===== config.mk =====
export PLATFORM = sky130hd
export DESIGN_NAME = serial_vc_cap_regs
export DESIGN_NICKNAME = d
export VERILOG_FILES = /design/src/serial_vc_pkg.sv /design/src/sticky_unlockable_reg.sv /design/src/serial_vc_cap_regs.sv
export VERILOG_INCLUDE_DIRS = /design/src
export SDC_FILE = /design/constraint.sdc
export NUM_CORES = 1
export LEC_CHECK = 0
export BUFFER_PORTS_ARGS = -buffer_cell sky130_fd_sc_hd__buf_2
export CORE_MARGIN = 2
export CORE_UTILIZATION = 47
export DETAILED_ROUTE_END_ITERATION = 10
export GPL_ROUTABILITY_DRIVEN = 0
export MAX_ROUTING_LAYER = met4
export PLACE_DENSITY = 0.79
export SLEW_MARGIN = 20
export SYNTH_ARGS = -nofsm -noshare
export SYNTH_HDL_FRONTEND = slang
export SYNTH_SLANG_ARGS = --single-unit
export TNS_END_PERCENT = 20

===== constraint.sdc =====
create_clock -name clk_sys_i -period 2.4 [get_ports clk_sys_i]
set_input_delay 0.12 -clock clk_sys_i [delete_from_list [all_inputs] [get_ports clk_sys_i]]
set_output_delay 0.12 -clock clk_sys_i [all_outputs]
set_load 0.005 [all_outputs]

===== src/serial_vc_consts.svh =====
`ifndef SERIAL_VC_CONSTS_SVH
`define SERIAL_VC_CONSTS_SVH

// ----------------------------------------------------------------
// bus geometry and answers
// ----------------------------------------------------------------
`define AXI_ADDR_W          12
`define AXI_DATA_W          32
`define RESP_OKAY           2'h0
`define RESP_SLVERR         2'h2

// ----------------------------------------------------------------
// register byte addresses
// ----------------------------------------------------------------
`define OFS_SERIAL_LOWER    12'h184
`define OFS_SERIAL_UPPER    12'h188
`define OFS_VC_CAP_HEADER   12'h200
`define OFS_PORT_VC_CAP_ONE 12'h204
`define OFS_PORT_VC_CAP_TWO 12'h208

// ----------------------------------------------------------------
// reset values and fixed field values
// ----------------------------------------------------------------
`define SERIAL_RESET        32'h0
`define NEXT_PTR_RESET      12'h000
`define NEXT_PTR_LSB        20
`define CAP_ID_VC           16'h0002
`define CAP_VERSION         4'h1
`define EXT_CH_COUNT        3'h1
`define LOW_PRIO_COUNT      3'h0
`define ARB_TIME_REF        2'h0
`define PORT_ARB_ENTRY_SIZE 2'h2
`define CH_ARB_CAP          8'h00
`define CH_ARB_TABLE_OFS    8'h00

`endif


===== src/serial_vc_pkg.sv =====
package serial_vc_pkg;

	// ----------------------------------------------------------------
	// register select, one-hot
	// ----------------------------------------------------------------
	typedef enum logic [5:0]
	{
		SEL_NONE   = 6'b000001,
		SEL_SER_LO = 6'b000010,
		SEL_SER_HI = 6'b000100,
		SEL_VC_HDR = 6'b001000,
		SEL_VC_CP1 = 6'b010000,
		SEL_VC_CP2 = 6'b100000
	} reg_sel_t;

	// ----------------------------------------------------------------
	// channel state machines
	// ----------------------------------------------------------------
	typedef enum logic [1:0]
	{
		WR_COLLECT = 2'b01,
		WR_RESP    = 2'b10
	} wr_state_t;

	typedef enum logic [1:0]
	{
		RD_IDLE = 2'b01,
		RD_RESP = 2'b10
	} rd_state_t;

	// ----------------------------------------------------------------
	// carriers
	// ----------------------------------------------------------------
	typedef struct packed
	{
		logic [11:0] addr;
		logic [31:0] data;
		logic [3:0]  strb;
	} wr_req_t;

	typedef struct packed
	{
		logic [31:0] data;
		logic [1:0]  resp;
	} rd_word_t;

endpackage : serial_vc_pkg


===== src/sticky_unlockable_reg.sv =====
`timescale 1ns/1ns

module sticky_unlockable_reg
#(
	parameter int               WIDTH       = 32,
	parameter logic [WIDTH-1:0] RESET_VALUE = '0
)
(
	// clock, cold reset, enable
	input  wire logic             clk_sys_i,
	input  wire logic             cold_reset_i,
	input  wire logic             ce_i,
	// write request
	input  wire logic             write_i,
	input  wire logic             locked_i,
	input  wire logic [WIDTH-1:0] mask_i,
	input  wire logic [WIDTH-1:0] data_i,
	// stored value
	output logic      [WIDTH-1:0] value_o
);

	// sticky: only the cold reset clears it, the bus reset leaves it
	always_ff @(posedge clk_sys_i or posedge cold_reset_i)
	begin
		if (cold_reset_i)
			value_o <= RESET_VALUE;
		else if (ce_i && write_i && !locked_i)
			value_o <= (value_o & ~mask_i) | (data_i & mask_i);
	end

endmodule : sticky_unlockable_reg


===== src/serial_vc_cap_regs.sv =====
// Implementation choice: the AXI4-Lite interface to the registers.

`timescale 1ns/1ns
`include "serial_vc_consts.svh"

module serial_vc_cap_regs
(
	// clock, resets, enable
	input  wire logic                   clk_sys_i,
	input  wire logic                   reset_i,
	input  wire logic                   cold_reset_i,
	input  wire logic                   ce_i,
	// field lock
	input  wire logic                   fields_locked_i,
	// write address channel
	input  wire logic [`AXI_ADDR_W-1:0] s_axi_awaddr_i,
	input  wire logic                   s_axi_awvalid_i,
	output logic                        s_axi_awready_o,
	// write data channel
	input  wire logic [`AXI_DATA_W-1:0] s_axi_wdata_i,
	input  wire logic [3:0]             s_axi_wstrb_i,
	input  wire logic                   s_axi_wvalid_i,
	output logic                        s_axi_wready_o,
	// write response channel
	output logic      [1:0]             s_axi_bresp_o,
	output logic                        s_axi_bvalid_o,
	input  wire logic                   s_axi_bready_i,
	// read address channel
	input  wire logic [`AXI_ADDR_W-1:0] s_axi_araddr_i,
	input  wire logic                   s_axi_arvalid_i,
	output logic                        s_axi_arready_o,
	// read data channel
	output logic      [`AXI_DATA_W-1:0] s_axi_rdata_o,
	output logic      [1:0]             s_axi_rresp_o,
	output logic                        s_axi_rvalid_o,
	input  wire logic                   s_axi_rready_i,
	// stored values for the rest of the port
	output logic      [63:0]            serial_value_o,
	output logic      [11:0]            next_capability_pointer_o
);

	// ----------------------------------------------------------------
	// functions
	// ----------------------------------------------------------------
	function automatic serial_vc_pkg::reg_sel_t decode_sel
	(
		input logic [`AXI_ADDR_W-1:0] addr
	);
		logic [`AXI_ADDR_W-1:0] word;
		word = {addr[`AXI_ADDR_W-1:2], 2'b00};
		if (word == `OFS_SERIAL_LOWER)
			decode_sel = serial_vc_pkg::SEL_SER_LO;
		else if (word == `OFS_SERIAL_UPPER)
			decode_sel = serial_vc_pkg::SEL_SER_HI;
		else if (word == `OFS_VC_CAP_HEADER)
			decode_sel = serial_vc_pkg::SEL_VC_HDR;
		else if (word == `OFS_PORT_VC_CAP_ONE)
			decode_sel = serial_vc_pkg::SEL_VC_CP1;
		else if (word == `OFS_PORT_VC_CAP_TWO)
			decode_sel = serial_vc_pkg::SEL_VC_CP2;
		else
			decode_sel = serial_vc_pkg::SEL_NONE;
	endfunction : decode_sel

	function automatic logic [31:0] strobe_mask
	(
		input logic [3:0] strb
	);
		strobe_mask = {{8{strb[3]}}, {8{strb[2]}}, {8{strb[1]}}, {8{strb[0]}}};
	endfunction : strobe_mask

	function automatic serial_vc_pkg::rd_word_t read_word
	(
		input serial_vc_pkg::reg_sel_t sel,
		input logic [31:0]             lo,
		input logic [31:0]             hi,
		input logic [11:0]             nptr
	);
		read_word.resp = `RESP_OKAY;
		if (sel == serial_vc_pkg::SEL_SER_LO)
			read_word.data = lo;
		else if (sel == serial_vc_pkg::SEL_SER_HI)
			read_word.data = hi;
		else if (sel == serial_vc_pkg::SEL_VC_HDR)
			read_word.data = {nptr, `CAP_VERSION, `CAP_ID_VC};
		else if (sel == serial_vc_pkg::SEL_VC_CP1)
			read_word.data = {20'h00000, `PORT_ARB_ENTRY_SIZE,
				`ARB_TIME_REF, 1'b0, `LOW_PRIO_COUNT,
				1'b0, `EXT_CH_COUNT};
		else if (sel == serial_vc_pkg::SEL_VC_CP2)
			read_word.data = {`CH_ARB_TABLE_OFS, 16'h0000,
				`CH_ARB_CAP};
		else
		begin
			read_word.data = 32'h00000000;
			read_word.resp = `RESP_SLVERR;
		end
	endfunction : read_word

	// ----------------------------------------------------------------
	// signals
	// ----------------------------------------------------------------
	serial_vc_pkg::wr_state_t wr_state;
	serial_vc_pkg::rd_state_t rd_state;
	serial_vc_pkg::wr_req_t   wr_req;
	serial_vc_pkg::reg_sel_t  wr_sel;
	serial_vc_pkg::reg_sel_t  rd_sel;
	serial_vc_pkg::rd_word_t  next_rd_word;
	logic                     commit;
	logic                     b_done;
	logic                     aw_take;
	logic                     w_take;
	logic                     ar_take;
	logic [31:0]              wr_mask;
	logic [31:0]              serial_lo;
	logic [31:0]              serial_hi;
	logic [11:0]              next_ptr;

	assign aw_take = ce_i && s_axi_awvalid_i && s_axi_awready_o;
	assign w_take  = ce_i && s_axi_wvalid_i && s_axi_wready_o;
	assign ar_take = ce_i && s_axi_arvalid_i && s_axi_arready_o;
	assign b_done  = ce_i && s_axi_bvalid_o && s_axi_bready_i;
	// both halves held: perform the write, the response follows next edge
	assign commit  = ce_i && (wr_state == serial_vc_pkg::WR_COLLECT)
		&& !s_axi_awready_o && !s_axi_wready_o;
	assign wr_sel  = decode_sel(wr_req.addr);
	assign wr_mask = strobe_mask(wr_req.strb);
	assign next_rd_word = read_word(decode_sel(s_axi_araddr_i),
		serial_lo, serial_hi, next_ptr);

	// ----------------------------------------------------------------
	// write address and data, taken in either order
	// ----------------------------------------------------------------
	// one process owns the whole request word, so it has a single driver
	always_ff @(posedge clk_sys_i or posedge reset_i)
	begin
		if (reset_i)
		begin
			s_axi_awready_o <= 1'b1;
			s_axi_wready_o  <= 1'b1;
			wr_req          <= '0;
		end
		else
		begin
			if (aw_take)
			begin
				s_axi_awready_o <= 1'b0;
				wr_req.addr     <= s_axi_awaddr_i;
			end
			else if (b_done)
				s_axi_awready_o <= 1'b1;
			if (w_take)
			begin
				s_axi_wready_o <= 1'b0;
				wr_req.data    <= s_axi_wdata_i;
				wr_req.strb    <= s_axi_wstrb_i;
			end
			else if (b_done)
				s_axi_wready_o <= 1'b1;
		end
	end

	// ----------------------------------------------------------------
	// write response
	// ----------------------------------------------------------------
	always_ff @(posedge clk_sys_i or posedge reset_i)
	begin
		if (reset_i)
		begin
			wr_state       <= serial_vc_pkg::WR_COLLECT;
			s_axi_bvalid_o <= 1'b0;
			s_axi_bresp_o  <= `RESP_OKAY;
		end
		else if (ce_i)
		begin
			case (wr_state)
				serial_vc_pkg::WR_COLLECT:
					if (commit)
					begin
						wr_state       <= serial_vc_pkg::WR_RESP;
						s_axi_bvalid_o <= 1'b1;
						// read-only targets answer okay and keep their value
						s_axi_bresp_o  <= (wr_sel == serial_vc_pkg::SEL_NONE)
							? `RESP_SLVERR : `RESP_OKAY;
					end
				serial_vc_pkg::WR_RESP:
					if (s_axi_bready_i)
					begin
						wr_state       <= serial_vc_pkg::WR_COLLECT;
						s_axi_bvalid_o <= 1'b0;
					end
				default:
				begin
					wr_state       <= serial_vc_pkg::WR_COLLECT;
					s_axi_bvalid_o <= 1'b0;
				end
			endcase
		end
	end

	// ----------------------------------------------------------------
	// read channel
	// ----------------------------------------------------------------
	always_ff @(posedge clk_sys_i or posedge reset_i)
	begin
		if (reset_i)
		begin
			rd_state        <= serial_vc_pkg::RD_IDLE;
			s_axi_arready_o <= 1'b1;
			s_axi_rvalid_o  <= 1'b0;
			s_axi_rdata_o   <= 32'h00000000;
			s_axi_rresp_o   <= `RESP_OKAY;
			rd_sel          <= serial_vc_pkg::SEL_NONE;
		end
		else if (ce_i)
		begin
			case (rd_state)
				serial_vc_pkg::RD_IDLE:
					if (ar_take)
					begin
						rd_state        <= serial_vc_pkg::RD_RESP;
						s_axi_arready_o <= 1'b0;
						s_axi_rvalid_o  <= 1'b1;
						s_axi_rdata_o   <= next_rd_word.data;
						s_axi_rresp_o   <= next_rd_word.resp;
						rd_sel          <= decode_sel(s_axi_araddr_i);
					end
				serial_vc_pkg::RD_RESP:
					if (s_axi_rready_i)
					begin
						rd_state        <= serial_vc_pkg::RD_IDLE;
						s_axi_arready_o <= 1'b1;
						s_axi_rvalid_o  <= 1'b0;
					end
				default:
				begin
					rd_state        <= serial_vc_pkg::RD_IDLE;
					s_axi_arready_o <= 1'b1;
					s_axi_rvalid_o  <= 1'b0;
				end
			endcase
		end
	end

	// ----------------------------------------------------------------
	// sticky, lockable storage
	// ----------------------------------------------------------------
	// the lock gates all three fields alike; it is held outside this block
	sticky_unlockable_reg
	#(
		.WIDTH       (32),
		.RESET_VALUE (`SERIAL_RESET)
	)
	u_serial_lo
	(
		.clk_sys_i    (clk_sys_i),
		.cold_reset_i (cold_reset_i),
		.ce_i         (ce_i),
		.write_i      (commit && wr_sel == serial_vc_pkg::SEL_SER_LO),
		.locked_i     (fields_locked_i),
		.mask_i       (wr_mask),
		.data_i       (wr_req.data),
		.value_o      (serial_lo)
	);

	sticky_unlockable_reg
	#(
		.WIDTH       (32),
		.RESET_VALUE (`SERIAL_RESET)
	)
	u_serial_hi
	(
		.clk_sys_i    (clk_sys_i),
		.cold_reset_i (cold_reset_i),
		.ce_i         (ce_i),
		.write_i      (commit && wr_sel == serial_vc_pkg::SEL_SER_HI),
		.locked_i     (fields_locked_i),
		.mask_i       (wr_mask),
		.data_i       (wr_req.data),
		.value_o      (serial_hi)
	);

	sticky_unlockable_reg
	#(
		.WIDTH       (12),
		.RESET_VALUE (`NEXT_PTR_RESET)
	)
	u_next_ptr
	(
		.clk_sys_i    (clk_sys_i),
		.cold_reset_i (cold_reset_i),
		.ce_i         (ce_i),
		.write_i      (commit && wr_sel == serial_vc_pkg::SEL_VC_HDR),
		.locked_i     (fields_locked_i),
		.mask_i       (wr_mask[31:`NEXT_PTR_LSB]),
		.data_i       (wr_req.data[31:`NEXT_PTR_LSB]),
		.value_o      (next_ptr)
	);

	assign serial_value_o            = {serial_hi, serial_lo};
	assign next_capability_pointer_o = next_ptr;
endmodule : serial_vc_cap_regs


==> results.txt <==
- The first global-routing pass estimated 27570 um of wire.
- TritonCTS built the clock tree.
* Share of the cycle needed by the critical path after routing: a little over nine tenths
- The synthesized netlist devotes 0% of its cell area to XOR and XNOR gates.
- Least-Margin Pin Slew: between 800 and 900 ps
* Largest family of logic cells by synthesized area: multiplexers
- Post-synthesis share of cell area spent on and, or, nand and nor gates: about 7.8%
- Cell area after technology mapping: just under 0.007 mm^2
- Total Nets Final: 820
- Total routing resource utilization after global routing: 24.91%
- Unique cell type count in the Yosys netlist: 37
* Total iterations of the first detailed-routing run: 5
- Post-layout instance area: 0.008997 mm^2
* Worst setup slack after layout: 57.17 ps
- WL/cell: roughly 19 um
- Most frequent cells in the layout: buf_2 (180), dfrtp_1 (158), mux2_2 (122), dlygate4sd3_1 (51), nand2_1 (43)
- The post-route netlist has between 40 and 50% of its cells at a drive strength greater than 1.
* Critical path class: reg2reg
- Count of H-tree levels built during CTS: 4
- Number of max-slew violations in the final report: 0
- Buffer depth of the longest clock path: 2
- Horizontal die dimension: ~120 um
* Required time at the endpoint of the critical path: between 2000 and 3000 ps
- The flow ran to the end, and the final reports show no timing, DRC or antenna violations.
* Count of yosys warnings during synthesis: 0
- Worst hold path startpoint: ce_i
- The synthesized netlist devotes under 10% of its cell area to compound gates.
- Setup repair after global routing missed its margin: yes
- Antenna viol nets, final: 0
- Cell-by-cell listing of the critical path: or4b_2 > nor4_4 > buf_4 > nand3_2 > mux2_2
- DRC violations left: 0
- Core area: between 0.01 and 0.015 mm^2
- Max-cap check violation count: 0
* Most common cell after layout, fill and taps aside: buf_2
* Sinks on the clock net: about 160
* Gate Count Post-Synth: 510
- The tightest min-delay check is of the in2reg type.
- Buffers inserted during clock tree synthesis total 17.
- Headroom to the max-slew limit came out at approximately 42%.
* Max FO, Critical Path: 8
* Number of flip-flops and latches in the synthesized netlist: roughly 160
* Hold violation count in the final report: 0
* Final wirelength: 18040 um
- The worst register-to-register path begins at wr_state[0].
- Final HPWL from detailed placement: about 12000 um
- Die outline area: roughly 0.015 mm^2
- Skew-Pair Late Insertion Delay: about 420 ps
- The analysis attributes to cell leakage a power of ~4.6 nW.
- On the critical path the largest part of the delay comes from simple AND/OR/NAND/NOR gates.
- Starting utilization of the core area: between 40% and 50%
- Worst ir drop on vdd: 0.5618 mV
- Timing-limited maximum frequency: around 430 MHz
- The number of global-route vias before repair came to 5397.
- After the first detailed-routing iteration, the DRC count stood at 306.
- Number of antenna violations at the first check in global routing: 0
- Aggregate global routing overflow: 0
- between 150 and 200 I/O pins were placed.
- Standard cell area after detailed placement: roughly 0.0079 mm^2
- A synthesized cell averages 13.22 um^2.
- Placed Cells: 860
- The finished layout holds about 940 standard cells, fillers aside.
- Sort of element at the start of the critical path: flop
* Worst Setup Slack post-DPL: ~3.4 ps
- STA classifies the critical path endpoint as a flop.
* Final critical path time including I/O delays and setup: 2343 ps
- After synthesis, flip-flops and latches occupy 60.19% of the total area.
* Vias after detailed routing: ~5200
- Buffer type at the clock tree root: clkbuf_16
- The floorplan has 43 rows.
- At the worst endpoint, the arrival time is around 2700 ps.
* Proportion of synthesized area in mux cells: between 20% and 30%
- Clock skew after layout: 9.367 ps
* Pin count of the biggest net entering global routing: 65
* Die extent in y: 123.8 um
* Aggregate negative setup slack: 0 ps
* Total power of the final layout: between 7 and 8 mW
- Post-detailed-route via-to-cell ratio: about 5.5
- Number of buffers and inverters on the critical path: 1
* Maximum cell stage delay along the critical path: approximately 660 ps
- Clock slew at reported path FFs: around 60 ps
- In this run the worst setup path begins at wr_state[0].
* Total of endpoints with negative setup slack in the final report: 0
- Antenna cell count: 0
- Compared with the post-synthesis result, the final layout area differs by 33.41%.
- In this run the tool buffered the top-level ports with 180 buffer cells.
- After Yosys synthesis, full adders, half adders and majority gates account for 0% of the synthesized area.
- Master of the slowest instance on the critical path: or4b_2
- Power per cell area: between 800 and 900 mW/mm^2
## per-layer routing
layer,up-vias,wire [um],GRT usage (%)
li1,2344,-,-
met3,19,1433,6.822
met4,0,211,7.244
met2,211,9096,41.96
met5,-,0,-
met1,2628,7295,29.38
## worst paths after layout
| check | end | slack, ps | cells after the start |
|---|---|---|---|
| worst max-delay path | flop | 60 | 5 |
| worst min-delay path | wr_state[0] | 30 | 2 |
| worst max register to register | flop | 60 | 5 |
| worst min register to register | s_axi_rdata_o[3] | 470 | 2 |
| max in group asynchronous | s_axi_rdata_o[29] | 1230 | 4 |
| min in group asynchronous | asynchronous set/reset pin | 320 | 3 |
## logic make-up after synthesis
kind of cell | Yosys count
AND/OR/NAND/NOR | 102
buffers and inverters | 29
AO/OA/AOI/OAI | 94
multiplexers | 122
other | 1
flip-flops | 162
## what timing repair did
item / CTS / global route
resized for setup: 1 / 1
hold buffers: 51 / 0
endpoints found under the hold margin: 143 / 0
endpoints found under the setup margin: 6 / 13
buffers inserted: 0 / 0
## synth_stat cells (all sizes together)
| cell type | instances | area share (%) |
|---|---|---|
| a2111oi | 1 | 0.13 |
| a21boi | 1 | 0.11 |
| a21o | 3 | 0.33 |
| a21oi | 20 | 1.5 |
| a22oi | 16 | 1.8 |
| a2bb2oi | 12 | 1.6 |
| and2 | 1 | 0.093 |
| and3 | 1 | 0.093 |
| and4b | 1 | 0.15 |
| buf | 5 | 0.39 |
| clkbuf | 20 | 1.1 |
| conb | 1 | 0.056 |
| dfrtp | 158 | 59 |
| dfstp | 4 | 1.6 |
| inv | 4 | 0.22 |
| mux2 | 122 | 20 |
| nand2 | 43 | 2.4 |
| nand2b | 3 | 0.28 |
| nand3 | 16 | 1.8 |
| nand3b | 1 | 0.11 |
| nand4b | 1 | 0.13 |
| nor2 | 23 | 1.3 |
| nor2b | 3 | 0.28 |
| nor4 | 2 | 0.41 |
| nor4b | 2 | 0.26 |
| o211ai | 1 | 0.11 |
| o21a | 3 | 0.33 |
| o21ai | 4 | 0.30 |
| o22a | 1 | 0.13 |
| o31ai | 32 | 3.6 |
| or3 | 2 | 0.19 |
| or3b | 1 | 0.13 |
| or4 | 1 | 0.11 |
| or4b | 1 | 0.15 |
## power by group
group	switching, mW	internal (mW)
clock network	1.04	1.54
logic	0.502	0.631
registers	0.407	3.22
total	1.95	5.40
## worst register-to-register path, delay by kind of cell, from the launching register on
kind | cells | cell delay (ps)
buf+inv | 1 | 200
flops | 1 | 550
mux | 1 | 380
simple gates | 3 | 1100
## through the flow
| stage | hold WS (ps) | utilization [%] |
|---|---|---|
| floorplan | 265.3 | - |
| global placement | 212.7 | 56.79 |
| detailed placement | 229.4 | 56.79 |
| CTS | 18.99 | 64.51 |
| global route | 55.18 | 64.57 |
| finish | 33.88 | 64.57 |
## cell type report
type,count,area [um^2]
Multi-Input combinational cell,320,2606
Timing Repair Buffer,245,1529
Clock buffer,20,446.7
Clock inverter,10,112.6
Tap cell,180,225.2
Inverter,4,18.77
Sequential cell,162,4059
Fill cell,1034,4937
(Power assumes the default switching activity.)
